**config.mk**
```make
export PLATFORM = sky130hd
export DESIGN_NAME = smr_stop_reset_ctrl
export DESIGN_NICKNAME = d
export VERILOG_FILES = /design/src/pkg/smr_pkg.sv /design/src/verilog/smr_stop_reset_ctrl.sv
export VERILOG_INCLUDE_DIRS = /design/src /design/src/pkg
export SDC_FILE = /design/constraint.sdc
export NUM_CORES = 1
export LEC_CHECK = 0
export ABC_AREA = 1
export BUFFER_PORTS_ARGS = -buffer_cell sky130_fd_sc_hd__buf_2
export CORE_MARGIN = 4
export CORE_UTILIZATION = 45
export DETAILED_ROUTE_END_ITERATION = 10
export PLACE_DENSITY = 0.65
export SKIP_LAST_GASP = 1
export SLEW_MARGIN = 10
export SYNTH_ARGS = -nofsm -noshare
export SYNTH_HDL_FRONTEND = slang
export SYNTH_SLANG_ARGS = --single-unit
```
**constraint.sdc**
```tcl
create_clock -name ref_clk -period 3.1 [get_ports ref_clk]
set_clock_uncertainty 0.15 [all_clocks]
set_input_delay 0.155 -clock ref_clk [delete_from_list [all_inputs] [get_ports ref_clk]]
set_output_delay 0.155 -clock ref_clk [all_outputs]
set_load 0.01 [all_outputs]
```
**src/pkg/smr_consts.svh**
```systemverilog
`ifndef SMR_CONSTS_SVH
`define SMR_CONSTS_SVH
// Settling select codes
`define SMR_SETTLE_SEL_12 3'h0
`define SMR_SETTLE_SEL_15 3'h2
`define SMR_SETTLE_SEL_17 3'h4
// Settling cycle counts
`define SMR_SETTLE_CNT_12 18'h01000
`define SMR_SETTLE_CNT_15 18'h08000
`define SMR_SETTLE_CNT_17 18'h20000
// Reset values
`define SMR_RST_STATUS_WORD 8'h02
`define SMR_RST_CLOCK_CTRL 8'h02
`define SMR_RST_SETTLE_SEL 8'h04
`define SMR_RST_PORT_LATCH 8'h00
`define SMR_RST_PULLUP 8'h00
`define SMR_RST_PORT_DIR 8'hff
`define SMR_RST_IRQ_FLAGS 8'h00
`define SMR_RST_IRQ_MASK 8'hff
`define SMR_RST_EDGE_MODE 8'h00
`define SMR_RST_DISP_MODE_0 8'h10
`define SMR_RST_DISP_MODE_1 8'h01
`define SMR_RST_DISP_MODE_2 8'h00
`define SMR_RST_PERIPH_MODE 8'h00
// Reset vector addresses
`define SMR_VEC_LO_ADDR 16'h0000
`define SMR_VEC_HI_ADDR 16'h0001
// Least external reset width
`define SMR_RST_MIN_US 10
`define SMR_CLK_MHZ 100
`define SMR_RST_MIN_CYC (`SMR_RST_MIN_US * `SMR_CLK_MHZ)
`endif

```
**src/pkg/smr_pkg.sv**
```systemverilog
`default_nettype none
package smr_pkg;
  typedef enum logic [2:0] {
    SMR_RUN = 3'b000,
    SMR_STOP = 3'b001,
    SMR_HALT = 3'b010,
    SMR_SETTLE = 3'b011,
    SMR_RESET = 3'b100,
    SMR_VECTOR = 3'b101
  } smr_state_t;
  typedef enum logic [1:0] {
    SMR_RES_NONE = 2'b00,
    SMR_RES_NEXT = 2'b01,
    SMR_RES_IRQ = 2'b10,
    SMR_RES_RESET = 2'b11
  } smr_resume_t;
endpackage
`default_nettype wire

```
**src/verilog/smr_stop_reset_ctrl.sv**
```systemverilog
`timescale 1ns/1ps
`default_nettype none
`include "smr_consts.svh"
module smr_stop_reset_ctrl
  import smr_pkg::*;
#(
  parameter int SETTLE_CNT_12 = `SMR_SETTLE_CNT_12,
  parameter int SETTLE_CNT_15 = `SMR_SETTLE_CNT_15,
  parameter int SETTLE_CNT_17 = `SMR_SETTLE_CNT_17,
  parameter int RST_MIN_CYC = `SMR_RST_MIN_CYC
) (
  input wire logic ref_clk,
  input wire logic resetn,
  input wire logic resetPinN,
  input wire logic watchdogOverflow,
  input wire logic stopInstr,
  input wire logic subClockSelected,
  input wire logic serialExtClock,
  input wire logic [7:0] irqPending,
  input wire logic [7:0] vectorByte,
  input wire logic [7:0] regAddr,
  input wire logic [7:0] regWdata,
  input wire logic regWrite,
  input wire logic regRead,
  output logic [7:0] regRdata,
  output logic [15:0] vectorAddr,
  output logic [15:0] program_counter,
  output logic programCounterValid,
  output logic cpuRun,
  output logic oscEnable,
  output logic crystal_out_pin_pullup,
  output logic pinsHighZ,
  output logic portLatchHold,
  output logic timersRun,
  output logic displayRun,
  output logic watchTimerRun,
  output logic serialRun,
  output logic resumeVector,
  output logic resumeNext,
  output logic resetSeqActive,
  output logic [2:0] stateOut
);
  // ****************************************************************
  // Register map (byte index on the register port)
  // ****************************************************************
  localparam logic [7:0] A_SETTLE = 8'h00;
  localparam logic [7:0] A_STATUS = 8'h01;
  localparam logic [7:0] A_CLK = 8'h02;
  localparam logic [7:0] A_MASK = 8'h03;
  localparam logic [7:0] A_FLAGS = 8'h04;
  localparam logic [7:0] A_EDGE = 8'h05;
  localparam logic [7:0] A_DIR = 8'h06;
  localparam logic [7:0] A_LATCH = 8'h07;
  localparam logic [7:0] A_PULLUP = 8'h08;
  localparam logic [7:0] A_DISP0 = 8'h09;
  localparam logic [7:0] A_DISP1 = 8'h0a;
  localparam logic [7:0] A_DISP2 = 8'h0b;
  localparam logic [7:0] A_STATE = 8'h0c;
  localparam int ST_IE_BIT = 7;

  smr_state_t state_q;
  smr_state_t state_d;
  logic [17:0] settleCnt_q;
  logic [17:0] settleLimit_q;
  logic [15:0] rstLowCnt_q;
  logic rstValid_q;
  logic afterReset_q;
  logic [1:0] resume_q;
  logic [7:0] settleSel_q;
  logic [7:0] statusWord_q;
  logic [7:0] clockCtrl_q;
  logic [7:0] irqMask_q;
  logic [7:0] irqFlags_q;
  logic [7:0] edgeMode_q;
  logic [7:0] portDir_q;
  logic [7:0] portLatch_q;
  logic [7:0] pullup_q;
  logic [7:0] disp0_q;
  logic [7:0] disp1_q;
  logic [7:0] disp2_q;
  logic [7:0] vecLo_q;
  logic [7:0] rdata_q;
  logic unmaskedReq;
  logic resetReq;
  logic settleDone;
  logic regsWritable;

  // ****************************************************************
  // Reset sources
  // ****************************************************************
  // Pin pulses shorter than the least width are not taken as reset
  always_ff @(posedge ref_clk or negedge resetn) begin
    if (!resetn) begin
      rstLowCnt_q <= 16'h0000;
      rstValid_q <= 1'b0;
    end else if (resetPinN) begin
      rstLowCnt_q <= 16'h0000;
      rstValid_q <= 1'b0;
    end else if (rstLowCnt_q >= 16'(RST_MIN_CYC - 1)) begin
      rstValid_q <= 1'b1;
    end else begin
      rstLowCnt_q <= rstLowCnt_q + 16'h0001;
    end
  end

  assign resetReq = rstValid_q || watchdogOverflow;
  assign unmaskedReq = |(irqFlags_q & ~irqMask_q);

  // ****************************************************************
  // Sequencer
  // ****************************************************************
  assign settleDone = (settleCnt_q >= settleLimit_q - 18'h00001);

  always_comb begin
    state_d = state_q;
    unique case (state_q)
      SMR_RUN: begin
        if (stopInstr && unmaskedReq) begin
          state_d = SMR_HALT;
        end else if (stopInstr) begin
          state_d = SMR_STOP;
        end
      end
      SMR_STOP: begin
        if (unmaskedReq) begin
          state_d = SMR_SETTLE;
        end
      end
      SMR_HALT: state_d = SMR_SETTLE;
      SMR_SETTLE: begin
        if (settleDone) begin
          state_d = (resume_q == SMR_RES_RESET) ? SMR_VECTOR : SMR_RUN;
        end
      end
      SMR_RESET: begin
        if (!resetReq) begin
          state_d = SMR_SETTLE;
        end
      end
      SMR_VECTOR: state_d = SMR_RUN;
      default: state_d = SMR_RESET;
    endcase
    if (resetReq) begin
      state_d = SMR_RESET;
    end
  end

  always_ff @(posedge ref_clk or negedge resetn) begin
    if (!resetn) begin
      state_q <= SMR_RESET;
    end else begin
      state_q <= state_d;
    end
  end

  // Count clears on every entry so each wait starts from oscillation restart
  always_ff @(posedge ref_clk or negedge resetn) begin
    if (!resetn) begin
      settleCnt_q <= 18'h00000;
    end else if (state_q != SMR_SETTLE) begin
      settleCnt_q <= 18'h00000;
    end else if (!settleDone) begin
      settleCnt_q <= settleCnt_q + 18'h00001;
    end
  end

  always_ff @(posedge ref_clk or negedge resetn) begin
    if (!resetn) begin
      settleLimit_q <= 18'(SETTLE_CNT_15);
      afterReset_q <= 1'b1;
      resume_q <= SMR_RES_RESET;
    end else if (state_q == SMR_RESET) begin
      settleLimit_q <= 18'(SETTLE_CNT_15);
      resume_q <= SMR_RES_RESET;
      afterReset_q <= 1'b1;
    end else if (state_d == SMR_SETTLE && state_q != SMR_SETTLE) begin
      afterReset_q <= 1'b0;
      resume_q <= statusWord_q[ST_IE_BIT] ? SMR_RES_IRQ : SMR_RES_NEXT;
      unique case (settleSel_q[2:0])
        `SMR_SETTLE_SEL_12: settleLimit_q <= 18'(SETTLE_CNT_12);
        `SMR_SETTLE_SEL_15: settleLimit_q <= 18'(SETTLE_CNT_15);
        default: settleLimit_q <= 18'(SETTLE_CNT_17);
      endcase
    end
  end

  // ****************************************************************
  // Program counter load from vector table
  // ****************************************************************
  always_ff @(posedge ref_clk or negedge resetn) begin
    if (!resetn) begin
      vecLo_q <= 8'h00;
      program_counter <= 16'h0000;
      programCounterValid <= 1'b0;
    end else if (state_d == SMR_RESET) begin
      programCounterValid <= 1'b0;
    end else if (state_q == SMR_SETTLE && resume_q == SMR_RES_RESET) begin
      vecLo_q <= vectorByte;
    end else if (state_q == SMR_VECTOR) begin
      program_counter <= {vectorByte, vecLo_q};
      programCounterValid <= 1'b1;
    end
  end

  assign vectorAddr = (state_q == SMR_VECTOR) ? `SMR_VEC_HI_ADDR : `SMR_VEC_LO_ADDR;

  // ****************************************************************
  // Control registers
  // ****************************************************************
  // Writes take effect only in run; standby contents stay put under reset until the vector state reloads defaults
  assign regsWritable = (state_q == SMR_RUN) && regWrite;

  always_ff @(posedge ref_clk or negedge resetn) begin
    if (!resetn) begin
      settleSel_q <= `SMR_RST_SETTLE_SEL;
      statusWord_q <= `SMR_RST_STATUS_WORD;
      clockCtrl_q <= `SMR_RST_CLOCK_CTRL;
      portDir_q <= `SMR_RST_PORT_DIR;
      portLatch_q <= `SMR_RST_PORT_LATCH;
      pullup_q <= `SMR_RST_PULLUP;
      disp0_q <= `SMR_RST_DISP_MODE_0;
      disp1_q <= `SMR_RST_DISP_MODE_1;
      disp2_q <= `SMR_RST_DISP_MODE_2;
    end else if (state_q == SMR_VECTOR) begin
      settleSel_q <= `SMR_RST_SETTLE_SEL;
      statusWord_q <= `SMR_RST_STATUS_WORD;
      clockCtrl_q <= `SMR_RST_CLOCK_CTRL;
      portDir_q <= `SMR_RST_PORT_DIR;
      portLatch_q <= `SMR_RST_PORT_LATCH;
      pullup_q <= `SMR_RST_PULLUP;
      disp0_q <= `SMR_RST_DISP_MODE_0;
      disp1_q <= `SMR_RST_DISP_MODE_1;
      disp2_q <= `SMR_RST_DISP_MODE_2;
    end else if (regsWritable) begin
      unique case (regAddr)
        A_SETTLE: settleSel_q <= {5'h00, regWdata[2:0]};
        A_STATUS: statusWord_q <= regWdata;
        A_CLK: clockCtrl_q <= regWdata;
        A_DIR: portDir_q <= regWdata;
        A_LATCH: portLatch_q <= regWdata;
        A_PULLUP: pullup_q <= regWdata;
        A_DISP0: disp0_q <= regWdata;
        A_DISP1: disp1_q <= regWdata;
        A_DISP2: disp2_q <= regWdata;
        default: ;
      endcase
    end
  end

  // Hardware set wins over a software clear in the same cycle
  always_ff @(posedge ref_clk or negedge resetn) begin
    if (!resetn) begin
      irqFlags_q <= `SMR_RST_IRQ_FLAGS;
      irqMask_q <= `SMR_RST_IRQ_MASK;
      edgeMode_q <= `SMR_RST_EDGE_MODE;
    end else if (state_q == SMR_VECTOR) begin
      irqFlags_q <= `SMR_RST_IRQ_FLAGS;
      irqMask_q <= `SMR_RST_IRQ_MASK;
      edgeMode_q <= `SMR_RST_EDGE_MODE;
    end else begin
      if (regsWritable && regAddr == A_FLAGS) begin
        irqFlags_q <= regWdata | irqPending;
      end else begin
        irqFlags_q <= irqFlags_q | irqPending;
      end
      if (regsWritable && regAddr == A_MASK) begin
        irqMask_q <= regWdata;
      end
      if (regsWritable && regAddr == A_EDGE) begin
        edgeMode_q <= regWdata;
      end
    end
  end

  always_ff @(posedge ref_clk or negedge resetn) begin
    if (!resetn) begin
      rdata_q <= 8'h00;
    end else if (regRead) begin
      unique case (regAddr)
        A_SETTLE: rdata_q <= settleSel_q;
        A_STATUS: rdata_q <= statusWord_q;
        A_CLK: rdata_q <= clockCtrl_q;
        A_MASK: rdata_q <= irqMask_q;
        A_FLAGS: rdata_q <= irqFlags_q;
        A_EDGE: rdata_q <= edgeMode_q;
        A_DIR: rdata_q <= portDir_q;
        A_LATCH: rdata_q <= portLatch_q;
        A_PULLUP: rdata_q <= pullup_q;
        A_DISP0: rdata_q <= disp0_q;
        A_DISP1: rdata_q <= disp1_q;
        A_DISP2: rdata_q <= disp2_q;
        A_STATE: rdata_q <= {5'h00, state_q};
        default: rdata_q <= 8'h00;
      endcase
    end else begin
      rdata_q <= 8'h00;
    end
  end

  assign regRdata = rdata_q;

  // ****************************************************************
  // Unit controls
  // ****************************************************************
  logic inStop;
  assign inStop = (state_q == SMR_STOP);
  assign oscEnable = !inStop;
  assign cpuRun = (state_q == SMR_RUN);
  assign crystal_out_pin_pullup = inStop;
  assign portLatchHold = inStop || (state_q == SMR_HALT);
  assign timersRun = (state_q == SMR_RUN) || (state_q == SMR_HALT);
  assign displayRun = !inStop;
  assign watchTimerRun = inStop ? subClockSelected : 1'b1;
  assign serialRun = inStop ? serialExtClock : 1'b1;
  // Ports float in reset and its settling wait; retained state is untouched
  assign pinsHighZ = (state_q == SMR_RESET) || (state_q == SMR_VECTOR) ||
                     ((state_q == SMR_SETTLE) && (resume_q == SMR_RES_RESET));
  assign resumeVector = (state_q == SMR_SETTLE) && settleDone && (resume_q == SMR_RES_IRQ);
  assign resumeNext = (state_q == SMR_SETTLE) && settleDone && (resume_q == SMR_RES_NEXT);
  assign resetSeqActive = (state_q == SMR_RESET);
  assign stateOut = state_q;

  // ****************************************************************
  // Checks
  // ****************************************************************
  stop_entry_a: assert property (@(posedge ref_clk) disable iff (!resetn)
    (state_q == SMR_RUN && state_d == SMR_STOP) |-> stopInstr && !unmaskedReq)
    else $error("standby entered without stop instruction");
  stop_pullup_a: assert property (@(posedge ref_clk) disable iff (!resetn)
    inStop |-> crystal_out_pin_pullup && !oscEnable && !cpuRun)
    else $error("standby outputs wrong");
  halt_first_a: assert property (@(posedge ref_clk) disable iff (!resetn)
    (state_q == SMR_RUN && stopInstr && unmaskedReq && !resetReq) |=>
    state_q == SMR_HALT ##1 state_q == SMR_SETTLE)
    else $error("pending request did not give halt");
  masked_stays_a: assert property (@(posedge ref_clk) disable iff (!resetn)
    (inStop && !unmaskedReq && !resetReq) |=> inStop)
    else $error("masked request left standby");
  reset_enter_a: assert property (@(posedge ref_clk) disable iff (!resetn)
    watchdogOverflow |=> state_q == SMR_RESET && pinsHighZ)
    else $error("watchdog did not reset");
  reset_limit_a: assert property (@(posedge ref_clk) disable iff (!resetn)
    (state_q == SMR_RESET && !resetReq) |=> state_q == SMR_SETTLE && settleLimit_q == 18'(SETTLE_CNT_15))
    else $error("post-reset settle limit wrong");
  settle_count_a: assert property (@(posedge ref_clk) disable iff (!resetn)
    (state_q == SMR_SETTLE && !settleDone && !resetReq) |=> settleCnt_q == $past(settleCnt_q) + 18'h00001)
    else $error("settle counter stalled");
  mask_reset_a: assert property (@(posedge ref_clk) disable iff (!resetn)
    (state_q == SMR_VECTOR) |=> irqMask_q == `SMR_RST_IRQ_MASK && programCounterValid)
    else $error("reset values not loaded");
endmodule
`default_nettype wire

```
### After elaboration in Yosys (flattened, before gate mapping)

Cells that the tools add are included.

* bits in registers: 187
* latch bits: 0
* bits in writable memories: 0
* bits in read-only memories: 0
* input bits: 41
* output and inout bits: 56
* memories kept: 0

* add/sub/neg operators: 3
* multiply operators: 0
* div/mod/pow operators: 0
* order comparisons: 2
* equality and inequality tests: 27
* shift-type cells: 0
* muxes and demuxes: 60
* bitwise operators: 6
* reductions and logical operators: 48

Operators with widths (number)
* $mux 8: 34
* $pmux 8 s13: 1
* $mux 18: 4
* $eq 8x4->1 const B: 5
* $pmux 18 s2: 1
* $eq 8x3->1 const B: 4
* $mux 16: 2
* $reduce_bool 2->1: 15
* $reduce_and 2->1: 11
* $add 18x1->18 const B: 1
* $ge 18x18->1: 1
* $mux 3: 6
* $sub 18x1->18 const B: 1
* $add 16x1->16 const B: 1
* $eq 8x2->1 const B: 2
* $ge 16x10->1 const B: 1
* $or 8x8->8: 2
* $pmux 3 s5: 1
* $eq 3x2->1 const B: 4
* $logic_and 1x1->1: 10
* $eq 3x3->1 const B: 3
* $and 8x8->8: 1
* $eq 8x1->1 const B: 1
* $logic_not 8->1: 1
* other kinds (16): 33

### Depth between registers and ports, before layout

* depth in word-level cells: 11
* depth in mapped cells: 15

### Worst setup path before layout

OpenSTA, ideal clock, no wires.

* kind: flip-flop to flip-flop
* start point: register settleLimit_q[15]
* end point: register resume_q[0]
* library setup time: 0.061 ns
* arrival: 2.136 ns
* data required time: 2.889 ns
* setup slack: 0.753 ns
* cell stages (with the launch flop): 14
* path buffers: 0
* period minus slack after synthesis: 2.347 ns
* cell sequence: dfstp_2 > inv_1 > ha_1 > xnor2_1 > ha_1 > a21oi_1 > nand2_1 > nor2_1 > nand3_1 > nand2_1 > nand3_2 > nand2_1 > nand2_1 > nand2_1

* longest elaborated chain between the ends: 8

RTL lines
* start, declared: line smr_stop_reset_ctrl.sv:64 `logic [17:0] settleLimit_q;`
* start signal, assigned: line smr_stop_reset_ctrl.sv:169 `settleLimit_q <= 18'(SETTLE_CNT_15);`
* start signal, assigned: line smr_stop_reset_ctrl.sv:173 `settleLimit_q <= 18'(SETTLE_CNT_15);`
* start signal, assigned: line smr_stop_reset_ctrl.sv:180 `` `SMR_SETTLE_SEL_12: settleLimit_q <= 18'(SETTLE_CNT_12); ``
* $sub 18x1->18: line smr_stop_reset_ctrl.sv:112 `assign settleDone = (settleCnt_q >= settleLimit_q - 18'h00001);`
* $ge 18x18->1: line smr_stop_reset_ctrl.sv:112
* $mux 3: line smr_stop_reset_ctrl.sv:131 `if (settleDone) begin`
* $pmux 3 s5: line smr_stop_reset_ctrl.sv:116 `unique case (state_q)`
* $mux 3: line smr_stop_reset_ctrl.sv:143 `if (resetReq) begin`
* $eq 3x2->1: line smr_stop_reset_ctrl.sv:176 `end else if (state_d == SMR_SETTLE && state_q != SMR_SETTLE) begin`
* $logic_and 1x1->1: line smr_stop_reset_ctrl.sv:176
* $reduce_bool 2->1 (no line)
* end signal, assigned: line smr_stop_reset_ctrl.sv:178 `resume_q <= statusWord_q[ST_IE_BIT] ? SMR_RES_IRQ : SMR_RES_NEXT;`
* end, declared: line smr_stop_reset_ctrl.sv:68 `logic [1:0] resume_q;`

Every way passes these cells.
A chain may end at the register's enable or synchronous reset.

### Worst setup path after layout

* start point: register settleLimit_q[15]
* end point: output port resumeNext

* longest elaborated chain between the ends: 4

RTL lines
* $sub 18x1->18: line smr_stop_reset_ctrl.sv:112
* $ge 18x18->1: line smr_stop_reset_ctrl.sv:112
* $logic_and 1x1->1 (2 in a row): line smr_stop_reset_ctrl.sv:319 `assign resumeNext = (state_q == SMR_SETTLE) && settleDone && (resume_q == SMR_RES_NEXT);`
* end, declared: line smr_stop_reset_ctrl.sv:39 `output logic resumeNext,`

Every way passes these cells.

==> reports/metrics.cfg <==
[status]
status = completed

[sta]
maxSlewViolCount = 0
fin_crit_ns = 2.94
setup_violations = 0
fin_crit_sh_pct = 94.9
max_freq_ghz = 0.340
setup_slack_ns = 0.158
hold_viol = 0
fin_worst_hold_slack_ns = 0.0665
max-slew-margin-rel_pct = 48.4
tightest_slew_ns = 0.773

[grt]
grtUsageTotal_pct = 20.7
grt_pass1_vias = 6798
grt_pass1_wl_um = 35700
grt_max_degree = 79
grt_overflow = 0
antenna_found_initial = 0

[clock_network]
htree_levels = 4
numCtsBuffers = 17
cts.sinks = 167
cts_tree = done
clock_path_buffers = 2
clock_latency_ns = 0.43
root_buffer = clkbuf_16
clk_pin_slew_worst_paths_ns = 0.07

[synth]
yosysSeqAreaShare_pct = 49.3
ys_top_cells_by_count = 315 x nand2_1, 142 x dfrtp_1, 98 x inv_1
postSynthCellCount = 1035
yosys_warnings = 0
synth_area_leaders = dfrtp_1 42%, nand2_1 14%, dfstp_2 7.7%, o21ai_0 4.6%, inv_1 4.3%
synthesis.area_um2 = 8550
synth_largest_type_area_fraction_pct = 41.6
synth_edf_count = 0
synth.distinct_cells = 43
avgSynthCellArea_um2 = 8.26
yosysTopAreaCell = dfrtp_1
yosysMostFrequentCell = nand2_1
dominantRegCellSynth = dfrtp_1
synthArstFlopShare_pct = 100
synth_seq_cells = 167

[layout]
areaGrowthSynthToFinish_pct = 17.7
finalNonFillerCells = 1404
fin_nets = 1208
drive_above_1_share_pct = 19.9
diodes = 0

[die]
die_y_um = 146
io_pins = 97
die_w_um = 146
num_rows = 50
die-area_um2 = 21300
core_area_um2 = 18700
start_util_pct = 45.7

[setup_path]
worstReg2RegStart = settleLimit_q[15]$_DFFE_PN1P_
crit_path_end = resumeNext
crit_start = settleLimit_q[15]$_DFFE_PN1P_
r2r_cells = 13
reg2reg_slack_ns = 0.47
critical_path_peak_fanout = 6
cp.arrival_ns = 2.64
cp-end-kind = primary output
required_ns = 2.79
start_kind = register
worstSetupPathType = reg -> out
timing.rr.end = settleCnt_q[4]$_DFFE_PN0N_

[drt]
ant_nets = 0
drt-pass1-iter-count = 5
drt_wl_total_um = 22100
drtIter0Drc = 578
vias_per_cell = 5.11
num_vias = 7178
wl_per_cell_um = 15.8
drc = 0

[placement]
place_congestion = 0.883
portBuffers = 81
dp_cells = 1333
dpl.hpwl_um = 15200
place_ws_ns = 0.509

[power]
powerDensity_nw_per_um2 = 692
ir_drop_v = 0.000290
p_leak_nw = 5.05

[worst_hold_path]
hp-class = in -> reg

[job]
maxCapViolations = 0

[kinds of logic after synthesis]
group | after synthesis | synth area share (%)
AOI/OAI and AO/OA | 164 | 11.3
DFF | 167 | 49.3
buffers and inverters | 151 | 8.18
other | 1 | 0.0439
xor gates and xnor gates | 11 | 1.13
and+or+nand+nor | 524 | 27.5
muxes | 8 | 1.19
adders and majority gates | 9 | 1.32
[per-layer routing]
metal	global-route usage, %	routed length (um)	vias to the layer above
met5	0	0	-
met3	3.39	1060	29
met2	32.7	10500	167
met1	29.7	10200	3414
met4	5.60	351	0
li1	-	-	3568
[worst min-delay path by stage]
stage	from	endpoint	slack (ns)	cells after the start
finish	regWrite	clockCtrl_q[1]$_DFFE_PN1P_	0.07	5
global placement	resetn	disp0_q[3]$_DFFE_PN0P_	0.09	1
global route	regWrite	clockCtrl_q[1]$_DFFE_PN1P_	0.10	5
detailed placement	resetn	disp0_q[6]$_DFFE_PN0P_	0.09	1
CTS	regWrite	clockCtrl_q[1]$_DFFE_PN1P_	0.07	4
floorplan	resetn	clockCtrl_q[0]$_DFFE_PN0P_	-0.29	0
[critical path: stages, from the launching register on]
cell	delay, ns
dfstp_2	0.53
inv_1	0.06
ha_4	0.16
xnor2_1	0.12
ha_1	0.33
nand4_1	0.13
nor2_1	0.13
nand2_1	0.11
nand2_4	0.15
inv_8	0.05
nor2_8	0.16
inv_6	0.05
nor3_2	0.09
buf_2	0.14
[per-stage QoR]
stage | instance area, um2 | setup TNS [ns] | utilization (%) | power [W]
after floorplan | 8600 | 0 | - | 0.00440
after global placement | 9100 | 0 | 48.7 | 0.00484
after detailed placement | 9100 | 0 | 48.7 | 0.00491
after CTS | 9970 | 0 | 53.3 | 0.00697
after global routing | 10100 | -0.00480 | 53.8 | 0.00740
final | 10100 | 0 | 53.8 | 0.00696
[report_power, final]
part	leakage [nW]	internal (W)	total, W	switching (W)
Clock	0.272	0.00114	0.00202	0.000878
Combinational	2.67	0.000610	0.00154	0.000926
Sequential	2.11	0.00299	0.00340	0.000415
[repair_timing]
| item | 4_1_cts | 5_1_grt |
|---|---|---|
| setup buffers | 0 | 9 |
| resized for setup | 0 | 6 |
| hold buffers | 31 | 0 |
| endpoints found under the setup margin | 0 | 2 |
| hold endpoints to repair | 123 | 0 |
[final cells by class]
cell class,count,area [um2]
fill,1805,8640
sequential,167,4210
multi-input combinational,731,3700
timing repair buffer,129,862
clock buffer,20,457
inverter,112,435
tap,234,293
clock inverter,11,100
[layout by cell type, fill, tap and decap left out, types with 3 or more instances in the layout]
cell type,Yosys,final
dlygate4sd3_1,0,31
dfstp_2,25,25
mux2_4,3,3
nor2_1,70,69
inv_2,11,11
clkinv_2,0,4
o21ai_0,78,78
buf_4,16,16
o21ai_1,38,38
nor2_2,7,8
nor3_2,3,3
a31oi_4,3,3
nand3_1,61,61
a21oi_4,3,3
or2_2,8,8
and3_1,5,5
nor2_4,3,3
nand2_2,6,6
nand2_4,3,3
inv_1,98,98
clkinv_4,0,3
mux2_2,5,5
clkbuf_16,0,17
a21oi_1,20,20
nand4_1,24,24
nand2_1,315,315
xor2_1,9,9
buf_2,13,80
nor4_1,3,3
o21ai_2,11,11
dfrtp_1,142,142
nor3_1,7,7
o31ai_1,7,7
conb_1,1,15
nor3_4,5,5
ha_1,9,8
[registers in the layout, summed over array words and instances, names as in the netlist, 8 cells and up]
| name | cells |
|---|---|
| portDir_q | 8 |
| irqMask_q | 8 |
| clockCtrl_q | 8 |
| pullup_q | 8 |
| irqFlags_q | 8 |
| regRdata | 8 |
| settleCnt_q | 18 |
| program_counter | 16 |
| rstLowCnt_q | 16 |
| edgeMode_q | 8 |
| disp2_q | 8 |
| disp0_q | 8 |
| portLatch_q | 8 |
| statusWord_q | 8 |
| vecLo_q | 8 |
| disp1_q | 8 |
Note: power is estimated with default switching activity, not from simulation.
